File: src/rtl/srp_pkg.sv
// Package: register map, field layout, codes and carrier types of the status readout bank
`default_nettype none

package srp_pkg;

	// Register indices; byte address is four times the index
	localparam logic [7:0] IDX_PAGE_SEL = 8'h29;
	localparam logic [7:0] IDX_GAIN_LOCK = 8'h2a;
	localparam logic [7:0] IDX_STRENGTH = 8'h2b;
	localparam logic [7:0] IDX_LIMITER = 8'h2c;
	localparam logic [7:0] IDX_IRQ_STATUS = 8'h30;
	localparam logic [7:0] IDX_IRQ_ENABLE = 8'h31;
	localparam logic [7:0] IDX_IRQ_CLEAR = 8'h32;

	localparam int unsigned ADDR_W = 10;
	localparam logic [9:0] ADDR_PAGE_SEL = {IDX_PAGE_SEL, 2'h0};
	localparam logic [9:0] ADDR_GAIN_LOCK = {IDX_GAIN_LOCK, 2'h0};
	localparam logic [9:0] ADDR_STRENGTH = {IDX_STRENGTH, 2'h0};
	localparam logic [9:0] ADDR_LIMITER = {IDX_LIMITER, 2'h0};
	localparam logic [9:0] ADDR_IRQ_STATUS = {IDX_IRQ_STATUS, 2'h0};
	localparam logic [9:0] ADDR_IRQ_ENABLE = {IDX_IRQ_ENABLE, 2'h0};
	localparam logic [9:0] ADDR_IRQ_CLEAR = {IDX_IRQ_CLEAR, 2'h0};

	// Page select fields and reset value
	localparam int unsigned ADC_PAGE_LSB = 6;
	localparam int unsigned CAL_PAGE_LSB = 4;
	localparam int unsigned TYPE_LSB = 0;
	localparam logic [7:0] PAGE_SEL_RESET = 8'h00;
	localparam logic [1:0] CAL_PAGE_LIMITER = 2'h0;

	// Signal-strength view type codes
	localparam logic [3:0] TYPE_LIVE = 4'h0;
	localparam logic [3:0] TYPE_NOISE = 4'h2;
	localparam logic [3:0] TYPE_PILOT = 4'h4;
	localparam logic [3:0] TYPE_SECOND_BYTE = 4'h6;
	localparam logic [3:0] TYPE_PEAK = 4'h8;
	localparam logic [3:0] TYPE_CROSS_TIME = 4'hc;
	localparam logic [3:0] TYPE_OVER_DURATION = 4'hd;
	localparam logic [3:0] TYPE_ERR_TIME = 4'he;

	// Highest gain limiter step that attenuates
	localparam logic [2:0] LIMITER_MAX_STEP = 3'h4;

	// Interrupt event bits
	localparam int unsigned EV_W = 4;
	localparam int unsigned EV_NOISE_STORED = 0;
	localparam int unsigned EV_THRESH_CROSS = 1;
	localparam int unsigned EV_PROTO_ERR = 2;
	localparam int unsigned EV_PLL_UNLOCK = 3;
	localparam logic [3:0] IRQ_ENABLE_RESET = 4'h0;

	localparam logic [1:0] RESP_OKAY = 2'h0;
	localparam logic [1:0] RESP_SLVERR = 2'h2;

	typedef struct packed {
		logic [3:0] q;
		logic [3:0] i;
	} srp_strength_t;

	typedef struct packed {
		srp_strength_t live;
		srp_strength_t pilot;
		srp_strength_t second_byte;
		srp_strength_t peak;
	} srp_levels_t;

	typedef struct packed {
		logic [7:0] cross_time;
		logic [7:0] over_duration;
		logic [7:0] err_time;
	} srp_timing_t;

	// Same bit order as the gain and lock status register
	typedef struct packed {
		logic subc_in_phase;
		logic [2:0] agc_level;
		logic decode_q;
		logic carrier_stable_flag;
		logic pll_locked;
		logic osc_stable;
	} srp_fe_status_t;

	typedef struct packed {
		logic [2:0] q;
		logic [2:0] i;
	} srp_limiter_t;

endpackage : srp_pkg

`default_nettype wire

File: src/rtl/srp_status_bank.sv
// Status readout page bank with AXI4-Lite register access and event interrupt
//
// The AXI4-Lite interface to the registers was chosen for this implementation.
`default_nettype none

module srp_status_bank import srp_pkg::*; #(
	parameter int unsigned AW = ADDR_W
) (
	// Clock and reset
	input wire logic aclk,
	input wire logic aresetn,
	// AXI4-Lite write address and data
	input wire logic [AW-1:0] awaddr,
	input wire logic [2:0] awprot,
	input wire logic awvalid,
	output logic awready,
	input wire logic [31:0] wdata,
	input wire logic [3:0] wstrb,
	input wire logic wvalid,
	output logic wready,
	// AXI4-Lite write response
	output logic [1:0] bresp,
	output logic bvalid,
	input wire logic bready,
	// AXI4-Lite read
	input wire logic [AW-1:0] araddr,
	input wire logic [2:0] arprot,
	input wire logic arvalid,
	output logic arready,
	output logic [31:0] rdata,
	output logic [1:0] rresp,
	output logic rvalid,
	input wire logic rready,
	// Front-end status
	input wire srp_fe_status_t fe_status,
	input wire logic rx_start,
	input wire srp_levels_t levels,
	input wire srp_timing_t timing,
	input wire srp_limiter_t limiter,
	// Front-end events
	input wire logic store_strength_cmd,
	input wire logic thresh_cross,
	input wire logic proto_err,
	// Page selections to the other views
	output logic [1:0] adc_view_page_sel,
	output logic [1:0] cal_view_page_sel,
	output logic [3:0] strength_view_type_sel,
	// Effective limiter attenuation
	output srp_limiter_t limiter_atten,
	// Interrupt
	output logic irq
);

	logic [7:0] page_reg;
	logic decode_src_reg;
	logic pll_prev_reg;
	logic [EV_W-1:0] irq_status_reg;
	logic [EV_W-1:0] irq_status_next;
	logic [EV_W-1:0] irq_enable_reg;
	logic [EV_W-1:0] irq_clear;
	logic [EV_W-1:0] events;
	logic [AW-1:0] wr_addr_reg;
	logic [31:0] wr_data_reg;
	logic [3:0] wr_strb_reg;
	logic aw_held_reg;
	logic w_held_reg;
	logic do_write;
	logic wr_hit;
	logic ar_take;
	logic [7:0] strength_view;
	logic [7:0] limiter_view;
	logic [7:0] gain_lock_view;
	logic [31:0] rd_value;
	logic rd_hit;

	// Page fields straight from the select register
	assign adc_view_page_sel = page_reg[ADC_PAGE_LSB +: 2];
	assign cal_view_page_sel = page_reg[CAL_PAGE_LSB +: 2];
	assign strength_view_type_sel = page_reg[TYPE_LSB +: 4];

	srp_strength_view u_strength_view (
		.aclk(aclk),
		.aresetn(aresetn),
		.levels(levels),
		.timing(timing),
		.store_strength_cmd(store_strength_cmd),
		.type_sel(page_reg[TYPE_LSB +: 4]),
		.view(strength_view)
	);

	// ---- Write channel ----

	assign do_write = aw_held_reg && w_held_reg && !bvalid;
	assign wr_hit = wr_addr_reg == ADDR_PAGE_SEL || wr_addr_reg == ADDR_IRQ_ENABLE ||
		wr_addr_reg == ADDR_IRQ_CLEAR;

	// Address and data taken in either order, held until the response
	always_ff @(posedge aclk) begin
		if (!aresetn) begin
			awready <= 1'b1;
			aw_held_reg <= 1'b0;
			wr_addr_reg <= '0;
		end else if (awvalid && awready) begin
			awready <= 1'b0;
			aw_held_reg <= 1'b1;
			wr_addr_reg <= awaddr;
		end else if (do_write) begin
			aw_held_reg <= 1'b0;
		end else if (bvalid && bready) begin
			awready <= 1'b1;
		end
	end

	always_ff @(posedge aclk) begin
		if (!aresetn) begin
			wready <= 1'b1;
			w_held_reg <= 1'b0;
			wr_data_reg <= '0;
			wr_strb_reg <= '0;
		end else if (wvalid && wready) begin
			wready <= 1'b0;
			w_held_reg <= 1'b1;
			wr_data_reg <= wdata;
			wr_strb_reg <= wstrb;
		end else if (do_write) begin
			w_held_reg <= 1'b0;
		end else if (bvalid && bready) begin
			wready <= 1'b1;
		end
	end

	always_ff @(posedge aclk) begin
		if (!aresetn) begin
			bvalid <= 1'b0;
			bresp <= RESP_OKAY;
		end else if (do_write) begin
			bvalid <= 1'b1;
			bresp <= wr_hit ? RESP_OKAY : RESP_SLVERR;
		end else if (bready) begin
			bvalid <= 1'b0;
		end
	end

	// Page select only changes on a write
	always_ff @(posedge aclk) begin
		if (!aresetn) begin
			page_reg <= PAGE_SEL_RESET;
		end else if (do_write && wr_addr_reg == ADDR_PAGE_SEL && wr_strb_reg[0]) begin
			page_reg <= wr_data_reg[7:0];
		end
	end

	always_ff @(posedge aclk) begin
		if (!aresetn) begin
			irq_enable_reg <= IRQ_ENABLE_RESET;
		end else if (do_write && wr_addr_reg == ADDR_IRQ_ENABLE && wr_strb_reg[0]) begin
			irq_enable_reg <= wr_data_reg[EV_W-1:0];
		end
	end

	// ---- Front-end state ----

	// Decode source held from reception start to the next one
	always_ff @(posedge aclk) begin
		if (!aresetn) begin
			decode_src_reg <= 1'b0;
		end else if (rx_start) begin
			decode_src_reg <= fe_status.decode_q;
		end
	end

	// Codes above the top step give no attenuation
	always_ff @(posedge aclk) begin
		if (!aresetn) begin
			limiter_atten <= '0;
		end else begin
			limiter_atten.q <= (limiter.q > LIMITER_MAX_STEP) ? 3'h0 : limiter.q;
			limiter_atten.i <= (limiter.i > LIMITER_MAX_STEP) ? 3'h0 : limiter.i;
		end
	end

	// ---- Events and interrupt ----

	always_ff @(posedge aclk) begin
		if (!aresetn) begin
			pll_prev_reg <= 1'b0;
		end else begin
			pll_prev_reg <= fe_status.pll_locked;
		end
	end

	always_comb begin
		events = '0;
		events[EV_NOISE_STORED] = store_strength_cmd;
		events[EV_THRESH_CROSS] = thresh_cross;
		events[EV_PROTO_ERR] = proto_err;
		events[EV_PLL_UNLOCK] = pll_prev_reg && !fe_status.pll_locked;
	end

	assign irq_clear = (do_write && wr_addr_reg == ADDR_IRQ_CLEAR && wr_strb_reg[0]) ?
		wr_data_reg[EV_W-1:0] : '0;
	// A new event wins over a clear in the same cycle
	assign irq_status_next = (irq_status_reg & ~irq_clear) | events;

	always_ff @(posedge aclk) begin
		if (!aresetn) begin
			irq_status_reg <= '0;
		end else begin
			irq_status_reg <= irq_status_next;
		end
	end

	always_ff @(posedge aclk) begin
		if (!aresetn) begin
			irq <= 1'b0;
		end else begin
			irq <= |(irq_status_reg & irq_enable_reg);
		end
	end

	// ---- Read channel ----

	// Gain and lock status in its documented bit order
	always_comb begin
		gain_lock_view = fe_status;
		gain_lock_view[3] = decode_src_reg;
	end

	// Page 00 of 2Ch; other pages belong to other blocks
	always_comb begin
		limiter_view = 8'h00;
		if (page_reg[CAL_PAGE_LSB +: 2] == CAL_PAGE_LIMITER) begin
			limiter_view[5:3] = limiter.q;
			limiter_view[2:0] = limiter.i;
		end
	end

	// Pure decode; a read changes no state
	always_comb begin
		rd_value = 32'h0000_0000;
		rd_hit = 1'b1;
		case (araddr)
			ADDR_PAGE_SEL: rd_value[7:0] = page_reg;
			ADDR_GAIN_LOCK: rd_value[7:0] = gain_lock_view;
			ADDR_STRENGTH: rd_value[7:0] = strength_view;
			ADDR_LIMITER: rd_value[7:0] = limiter_view;
			ADDR_IRQ_STATUS: rd_value[EV_W-1:0] = irq_status_reg;
			ADDR_IRQ_ENABLE: rd_value[EV_W-1:0] = irq_enable_reg;
			default: rd_hit = 1'b0;
		endcase
	end

	assign ar_take = arvalid && arready;

	always_ff @(posedge aclk) begin
		if (!aresetn) begin
			arready <= 1'b1;
			rvalid <= 1'b0;
			rdata <= '0;
			rresp <= RESP_OKAY;
		end else if (ar_take) begin
			arready <= 1'b0;
			rvalid <= 1'b1;
			rdata <= rd_value;
			rresp <= rd_hit ? RESP_OKAY : RESP_SLVERR;
		end else if (rvalid && rready) begin
			rvalid <= 1'b0;
			arready <= 1'b1;
		end
	end

	// ---- Checks ----

	property p_page_write;
		@(posedge aclk) disable iff (!aresetn)
		(do_write && wr_addr_reg == ADDR_PAGE_SEL && wr_strb_reg[0])
		|=> strength_view_type_sel == $past(wr_data_reg[3:0]) && adc_view_page_sel == $past(wr_data_reg[7:6]);
	endproperty
	a_page_write: assert property (p_page_write) else $error("page select not written");

	property p_cal_page;
		@(posedge aclk) disable iff (!aresetn)
		(do_write && wr_addr_reg == ADDR_PAGE_SEL && wr_strb_reg[0])
		|=> cal_view_page_sel == $past(wr_data_reg[5:4]);
	endproperty
	a_cal_page: assert property (p_cal_page) else $error("2Ch page field wrong");

	property p_phase_bit;
		@(posedge aclk) disable iff (!aresetn)
		(ar_take && araddr == ADDR_GAIN_LOCK)
		|=> rvalid && rdata[7] == $past(fe_status.subc_in_phase) && rdata[6:4] == $past(fe_status.agc_level);
	endproperty
	a_phase_bit: assert property (p_phase_bit) else $error("phase or AGC bits wrong");

	property p_lock_bits;
		@(posedge aclk) disable iff (!aresetn)
		(ar_take && araddr == ADDR_GAIN_LOCK)
		|=> rdata[2:0] == $past({fe_status.carrier_stable_flag, fe_status.pll_locked, fe_status.osc_stable});
	endproperty
	a_lock_bits: assert property (p_lock_bits) else $error("stable or lock bits wrong");

	property p_decode_hold;
		@(posedge aclk) disable iff (!aresetn)
		!rx_start |=> $stable(decode_src_reg);
	endproperty
	a_decode_hold: assert property (p_decode_hold) else $error("decode source moved");

	property p_limiter_zero;
		@(posedge aclk) disable iff (!aresetn)
		(ar_take && araddr == ADDR_LIMITER && cal_view_page_sel == CAL_PAGE_LIMITER)
		|=> rdata[7:6] == 2'h0 && rdata[5:3] == $past(limiter.q) && rdata[2:0] == $past(limiter.i);
	endproperty
	a_limiter_zero: assert property (p_limiter_zero) else $error("limiter view wrong");

	property p_no_atten;
		@(posedge aclk) disable iff (!aresetn)
		limiter.q > LIMITER_MAX_STEP |=> limiter_atten.q == 3'h0;
	endproperty
	a_no_atten: assert property (p_no_atten) else $error("limiter code above 4 attenuates");

	property p_read_quiet;
		@(posedge aclk) disable iff (!aresetn)
		(ar_take && !do_write) |=> $stable(page_reg) && $stable(irq_enable_reg);
	endproperty
	a_read_quiet: assert property (p_read_quiet) else $error("read changed state");

	property p_strength_read;
		@(posedge aclk) disable iff (!aresetn)
		(ar_take && araddr == ADDR_STRENGTH && strength_view_type_sel == TYPE_LIVE)
		|=> rdata[7:0] == $past({levels.live.q, levels.live.i});
	endproperty
	a_strength_read: assert property (p_strength_read) else $error("live strength read wrong");

	property p_irq_level;
		@(posedge aclk) disable iff (!aresetn)
		|(irq_status_reg & irq_enable_reg) |=> irq;
	endproperty
	a_irq_level: assert property (p_irq_level) else $error("enabled event did not raise irq");

	property p_event_wins;
		@(posedge aclk) disable iff (!aresetn)
		proto_err |=> irq_status_reg[EV_PROTO_ERR];
	endproperty
	a_event_wins: assert property (p_event_wins) else $error("event lost against clear");

endmodule : srp_status_bank

`default_nettype wire

File: src/rtl/srp_strength_view.sv
// Signal-strength view selector with the captured noise level
`default_nettype none

module srp_strength_view import srp_pkg::*; (
	// Clock and reset
	input wire logic aclk,
	input wire logic aresetn,
	// Front-end measurements
	input wire srp_levels_t levels,
	input wire srp_timing_t timing,
	input wire logic store_strength_cmd,
	// View selection and result
	input wire logic [3:0] type_sel,
	output logic [7:0] view
);

	srp_strength_t noise_reg;

	// Noise level only moves on the store command
	always_ff @(posedge aclk) begin
		if (!aresetn) begin
			noise_reg <= '0;
		end else if (store_strength_cmd) begin
			noise_reg <= levels.live;
		end
	end

	// Q in upper nibble, I in lower for the level views; timing views are whole bytes
	always_comb begin
		case (type_sel)
			TYPE_LIVE: view = levels.live;
			TYPE_NOISE: view = noise_reg;
			TYPE_PILOT: view = levels.pilot;
			TYPE_SECOND_BYTE: view = levels.second_byte;
			TYPE_PEAK: view = levels.peak;
			TYPE_CROSS_TIME: view = timing.cross_time;
			TYPE_OVER_DURATION: view = timing.over_duration;
			TYPE_ERR_TIME: view = timing.err_time;
			default: view = 8'h00;
		endcase
	end

	property p_noise_capture;
		@(posedge aclk) disable iff (!aresetn)
		store_strength_cmd ##1 (type_sel == TYPE_NOISE) |-> view == $past(levels.live);
	endproperty
	a_noise_capture: assert property (p_noise_capture) else $error("noise view not captured");

	property p_noise_hold;
		@(posedge aclk) disable iff (!aresetn)
		!store_strength_cmd |=> $stable(noise_reg);
	endproperty
	a_noise_hold: assert property (p_noise_hold) else $error("noise level moved without store");

	property p_peak_nibbles;
		@(posedge aclk) disable iff (!aresetn)
		type_sel == TYPE_PEAK |-> view[7:4] == levels.peak.q && view[3:0] == levels.peak.i;
	endproperty
	a_peak_nibbles: assert property (p_peak_nibbles) else $error("peak nibbles misplaced");

	property p_unused_code;
		@(posedge aclk) disable iff (!aresetn)
		(type_sel inside {4'h1, 4'h3, 4'h5, 4'h7, 4'h9, 4'ha, 4'hb, 4'hf}) |-> view == 8'h00;
	endproperty
	a_unused_code: assert property (p_unused_code) else $error("unused type code not zero");

endmodule : srp_strength_view

`default_nettype wire

File: config.mk
export PLATFORM = sky130hd
export DESIGN_NAME = srp_status_bank
export DESIGN_NICKNAME = d
export VERILOG_FILES = /design/src/rtl/srp_pkg.sv /design/src/rtl/srp_status_bank.sv /design/src/rtl/srp_strength_view.sv
export SDC_FILE = /design/constraint.sdc
export NUM_CORES = 1
export LEC_CHECK = 0
export CAP_MARGIN = 20
export CORE_ASPECT_RATIO = 1.75
export CORE_MARGIN = 5
export CORE_UTILIZATION = 35
export CTS_BUF_LIST = sky130_fd_sc_hd__clkbuf_2 sky130_fd_sc_hd__clkbuf_4 sky130_fd_sc_hd__clkbuf_8
export DETAILED_ROUTE_END_ITERATION = 12
export DONT_BUFFER_PORTS = 1
export GPL_ROUTABILITY_DRIVEN = 0
export RECOVER_POWER = 50
export SYNTH_ARGS = -nofsm -noshare
export SYNTH_HDL_FRONTEND = slang
export SYNTH_HIERARCHICAL = 1
export SYNTH_SLANG_ARGS = --single-unit
File: constraint.sdc
create_clock -name aclk -period 2.85 [get_ports aclk]
set_input_delay 0.4275 -clock aclk [delete_from_list [all_inputs] [get_ports aclk]]
set_output_delay 0.4275 -clock aclk [all_outputs]
set_load 0.03 [all_outputs]
# ---- Yosys cells after proc, flatten, opt, wreduce, memory -nomap -nowiden
# Index checks and enable logic that the tools add are counted.
dict set report op_classes {
  n_lt_le_gt_ge 2
  eq_ne 18
  n_mux 21
  bitwise 5
  reduce_logical 32
}
# op n
set ops {}
lappend ops {{10-bit by 8-bit == test with 1-bit output (second input constant)} 9}
lappend ops {{8-bit one-hot mux with 8 select lines} 1}
lappend ops {{4-bit one-hot mux with 6 select lines} 1}
lappend ops {{4-bit == test (second input constant)} 4}
lappend ops {{4-bit one-hot mux with 4 select lines} 1}
lappend ops {{1-bit logical AND} 14}
lappend ops {{1-bit two-way mux} 14}
lappend ops {{2-bit nonzero test} 6}
lappend ops {{4-bit AND} 2}
lappend ops {{4-bit by 3-bit == test with 1-bit output (second input constant)} 2}
lappend ops {{3-bit greater-than comparator (second input constant)} 2}
lappend ops {{6-bit two-way mux} 1}
lappend ops {{6-bit OR reduction} 1}
lappend ops {{4-bit by 2-bit == test with 1-bit output (second input constant)} 1}
lappend ops {{4-bit zero test} 1}
lappend ops {{2-bit two-way mux} 2}
lappend ops {{4-bit two-way mux} 1}
lappend ops {{2-bit by 1-bit != test with 1-bit output (second input constant)} 2}
lappend ops {{4-bit inverter} 1}
lappend ops {{4-bit bitwise OR} 1}
lappend ops {{2-bit AND reduction} 2}
lappend ops {{2-bit OR reduction} 2}
lappend ops {{4-bit OR reduction} 1}
lappend ops {{1-bit zero test} 2}
lappend ops {{other kinds (3)} 4}
dict set report totals {
  regBits 71
  inputBits 143
  output_inout_bits 56
  wordCells 101
}

# ---- Logic depth before layout (Yosys ltp)
dict set report depth {
  ltp_word 8
  depth_mapped 9
  depth_no_buf 7
}

# ---- Cells and area by module
# The synthesis kept the hierarchy.
# module n_inst cells_each area_per_inst_um2 seq_area_each_um2
set by_module_without_submodules {}
lappend by_module_without_submodules {srp_status_bank 1 332 2880.3 1221.2}
lappend by_module_without_submodules {srp_strength_view 1 91 880.8 160.2}

# ---- Worst setup path before layout
# Ideal clock, no wire load.
dict set report synth_path {
  kind {register to register}
  start {register page_reg[2]}
  end {register rdata[7]}
  setup_time_ns 0.070
  arrival_ns 2.098
  required_time_ns 2.780
  slack_ns 0.682
  path_stages_with_launch 9
  synth_period_minus_slack_ns 2.168
  cell_sequence {dfxtp_1 buf_4 nor3b_4 a22oi_1 o211ai_1 mux2_1 a22oi_1 or4_1 a21oi_1}
}
dict set report synth_via {
  elab_chain_len 3
  elab_cells_between_ends 10
  cone_classes {eq/ne (7); mux (2); reduce/logical (1)}
}
# element line_no
set synth_rtl {}
lappend synth_rtl {{start, declared} srp_status_bank.sv:54} ;# logic [7:0] page_reg;
lappend synth_rtl {{start signal, assigned} srp_status_bank.sv:149} ;# page_reg <= wr_data_reg[7:0];
lappend synth_rtl {{4-bit == test, or another cell as far along} srp_strength_view.sv:30} ;# case (type_sel)
lappend synth_rtl {{8-bit one-hot mux with 8 select lines *} srp_strength_view.sv:30}
lappend synth_rtl {{via strength_view[7]} srp_status_bank.sv:70} ;# logic [7:0] strength_view;
lappend synth_rtl {{4-bit one-hot mux with 4 select lines *} srp_status_bank.sv:242} ;# case (araddr)
lappend synth_rtl {{end signal, assigned} srp_status_bank.sv:264} ;# rdata <= rd_value;
lappend synth_rtl {{end, declared} srp_status_bank.sv:30} ;# output logic [31:0] rdata,
# The timed path passes the listed nets; every way through them passes the cells marked *.
# A chain may end at the register's enable or synchronous reset.

# ---- Worst setup path after layout
# Same ends and word-level chain as after synthesis.

==> flow_summary.ini <==
[status]
outcome = finished with violations
violations = capacitance limit, slew limit

[place]
dp_hpwl_mm = 8.91
pre_cts_slack_ns = 0.352
io_buffers = 0

[layout]
drive_gt1_frac = 0.152
final_common_cell = dfxtp_1
max_ffs_per_register = 10
layout.cells.most_common_list = dfxtp_1, nand2_1, a21oi_1, mux2_2, conb_1
insertedDiodeCount = 0
nNetsFinal = 567
flow.area_growth_from_synthesis_pct = 6.29
fillCellCount = 1122

[sta]
timing.final.setup_violations = 0
timing.clock.skew_ns = 0.00813
timing.final.max_slew_violations = 37
post-route-period-util = 0.868
fin_hold_ws_ns = 0.148
max_freq_mhz = 404
period_needed_ns = 2.47
setup-tns-final_ns = 0
worst_slew_margin_rel = -0.0657
fin_ws_ns = 0.375
max_slew.worst_pin.slew_ns = 1.60
finalHoldViolCount = 0
rsz0062_at_grt = false

[clock_network]
numClockSinks = 69
cts_inserted_buffers = 9
worst_skew_pair.late_latency_ns = 0.34
cts_repair_resize_count = 0
postCtsSetupRepairBufs = 0
cts_root_buffer = clkbuf_8
cts.htree.levels = 3
clock_tree_from_tritoncts = done
postCtsHoldBufs = 0
clock_pin_slew_reported_for_the_worst_setup_and_hold_paths_after_clock_tree_synthesis_ns = 0.07
ctsLongestPathBuffers = 2

[setup_path]
critPathArrivalTime_ns = 2.75
critical-path-top-delay-family = simple AND/OR/NAND/NOR gates
kind_of_end_point_of_the_critical_path = flip-flop
cp_num_buf_inv = 0
crit_chain = nor3b_4, a22oi_1, o211ai_1, mux2_1, a22oi_1, or4_1, a21oi_1
worst_ep_required_time_ns = 3.12
setup.worst_path.class = flip-flop to flip-flop
cp_max_fo = 14
timing.critical_path.from_type = flip-flop
cpPeakStageDelay_ns = 0.72
crit_path_frequent_cell = a22oi_1
critical_path_cell_with_the_highest_stage_delay = dfxtp_1

[synth]
synthesis.instances = 423
synth_seq_area_share = 0.367
ys.warnings.count = 6
async_flop_share = 0
number_of_unique_standard_cell_types_used_by_synthesis = 56
avgSynthCellArea_sq_um = 8.89
syn_area_sq_um = 3760
synthFlopType = dfxtp_1
ys_ff_latch = 69
synth-edff-count = 0

[route]
via_count = 3056
drcViolationCount = 0
drt_first_iter_violations = 152
avgRoutedWirePerCell_microns = 19.9
first_pass_iters = 4
routed_wl_mm = 11.1
routed_via_density = 5.47
postRouteAntennaNets = 0

[die]
die_h_microns = 147
fp.coreArea_sq_um = 10600
die_w_microns = 88.4
initial_core_util = 0.354
ios = 199
floorplan.die_area_sq_um = 13000
row_count = 50

[global_route]
pin_count_of_the_biggest_net_entering_global_routing = 37
number_of_antenna_violations_at_the_first_check_in_global_routing = 0
grt_first_pass_wirelength_mm = 16.7
first_global_vias = 3080
globalRoute.totalOverflow = 0
track_usage = 0.169

[power]
power.leakage_nw = 1.50
powerDensity_nw_per_um2 = 532
ir_drop_worst_case_vdd_mv = 0.416

[hold_path]
min-delay-path-class = primary input to flip-flop

[run]
maxCapViolations = 1
cell families (layout without fill, tap and decap cells):
group / count (synthesis) / count (layout) / synth area share
xor gates and xnor gates: 2 / 2 / 0.00466
other: 1 / 26 / 0.000997
buffers and inverters: 53 / 34 / 0.0872
DFF: 69 / 69 / 0.367
and+or+nand+nor: 139 / 139 / 0.220
muxes: 49 / 49 / 0.141
AOI/OAI and AO/OA: 110 / 110 / 0.179
per-stage QoR:
stage	cell area (sq um)	utilization	total power [W]	std cells
finish	4000	0.376	0.00213	559
global route	4000	0.376	0.00223	559
CTS	4010	0.377	0.00216	559
detailed placement	3790	0.357	0.00132	543
global placement	3790	0.357	0.00131	543
floorplan	3850	-	0.00131	448
worst reg2reg max path: stages (launching register included):
cell,delay [ns]
dfxtp_1,0.72
nor3b_4,0.45
a22oi_1,0.16
o211ai_1,0.13
mux2_1,0.16
a22oi_1,0.09
or4_1,0.57
a21oi_1,0.13
final timing paths:
check	startpoint	to	slack, ns	cells past startpoint
hold reg to reg	wr_addr_reg[7]	wr_addr_reg[7]	0.46	2
setup reg to reg	page_reg[2]	rdata[7]	0.38	7
hold / removal	limiter[3]	limiter_atten[5]	0.15	1
setup / recovery	page_reg[2]	rdata[7]	0.38	7
Yosys cell counts (4+ instances only):
library cell  instances  share of area
a21oi_1              42          0.056
dfxtp_1              69           0.37
and2_1                4         0.0067
o21ai_0              21          0.028
a22oi_1              22          0.044
o211ai_1              7          0.014
nand2_1              54          0.054
nor2b_1              16          0.027
buf_4                27          0.054
nand3_1               8          0.011
mux2_2               26          0.078
nor2_1               13          0.013
nand3b_1              6          0.012
nand2b_1              4         0.0067
clkbuf_1             11          0.011
inv_1                 7         0.0070
nor3b_1               6          0.012
a31oi_1               6          0.010
mux2i_1              20          0.053
cell type report:
type	instances	area (sq um)	area share
Multi-Input combinational cell	326	2150	0.537
Sequential cell	69	1380	0.346
Tap cell	130	163	0.0407
Inverter	8	30.0	0.00751
Clock inverter	5	58.8	0.0147
Clock buffer	11	151	0.0379
Timing Repair Buffer	10	67.6	0.0169
where the power goes:
group	internal, W	switching, W
clock	0.000452	0.000382
combinational	0.0000798	0.000133
sequential	0.00101	0.0000680
total	0.00154	0.000583
layer usage:
metal / wire (microns) / global-route usage / up-vias / part of all wire
met5: 0 / 0 / - / 0
met4: 255 / 0.0703 / 0 / 0.023
met3: 967 / 0.0550 / 13 / 0.087
met2: 6250 / 0.315 / 129 / 0.56
met1: 3630 / 0.163 / 1430 / 0.33
li1: - / - / 1484 / -
Note: power is estimated with default switching activity, not from simulation.
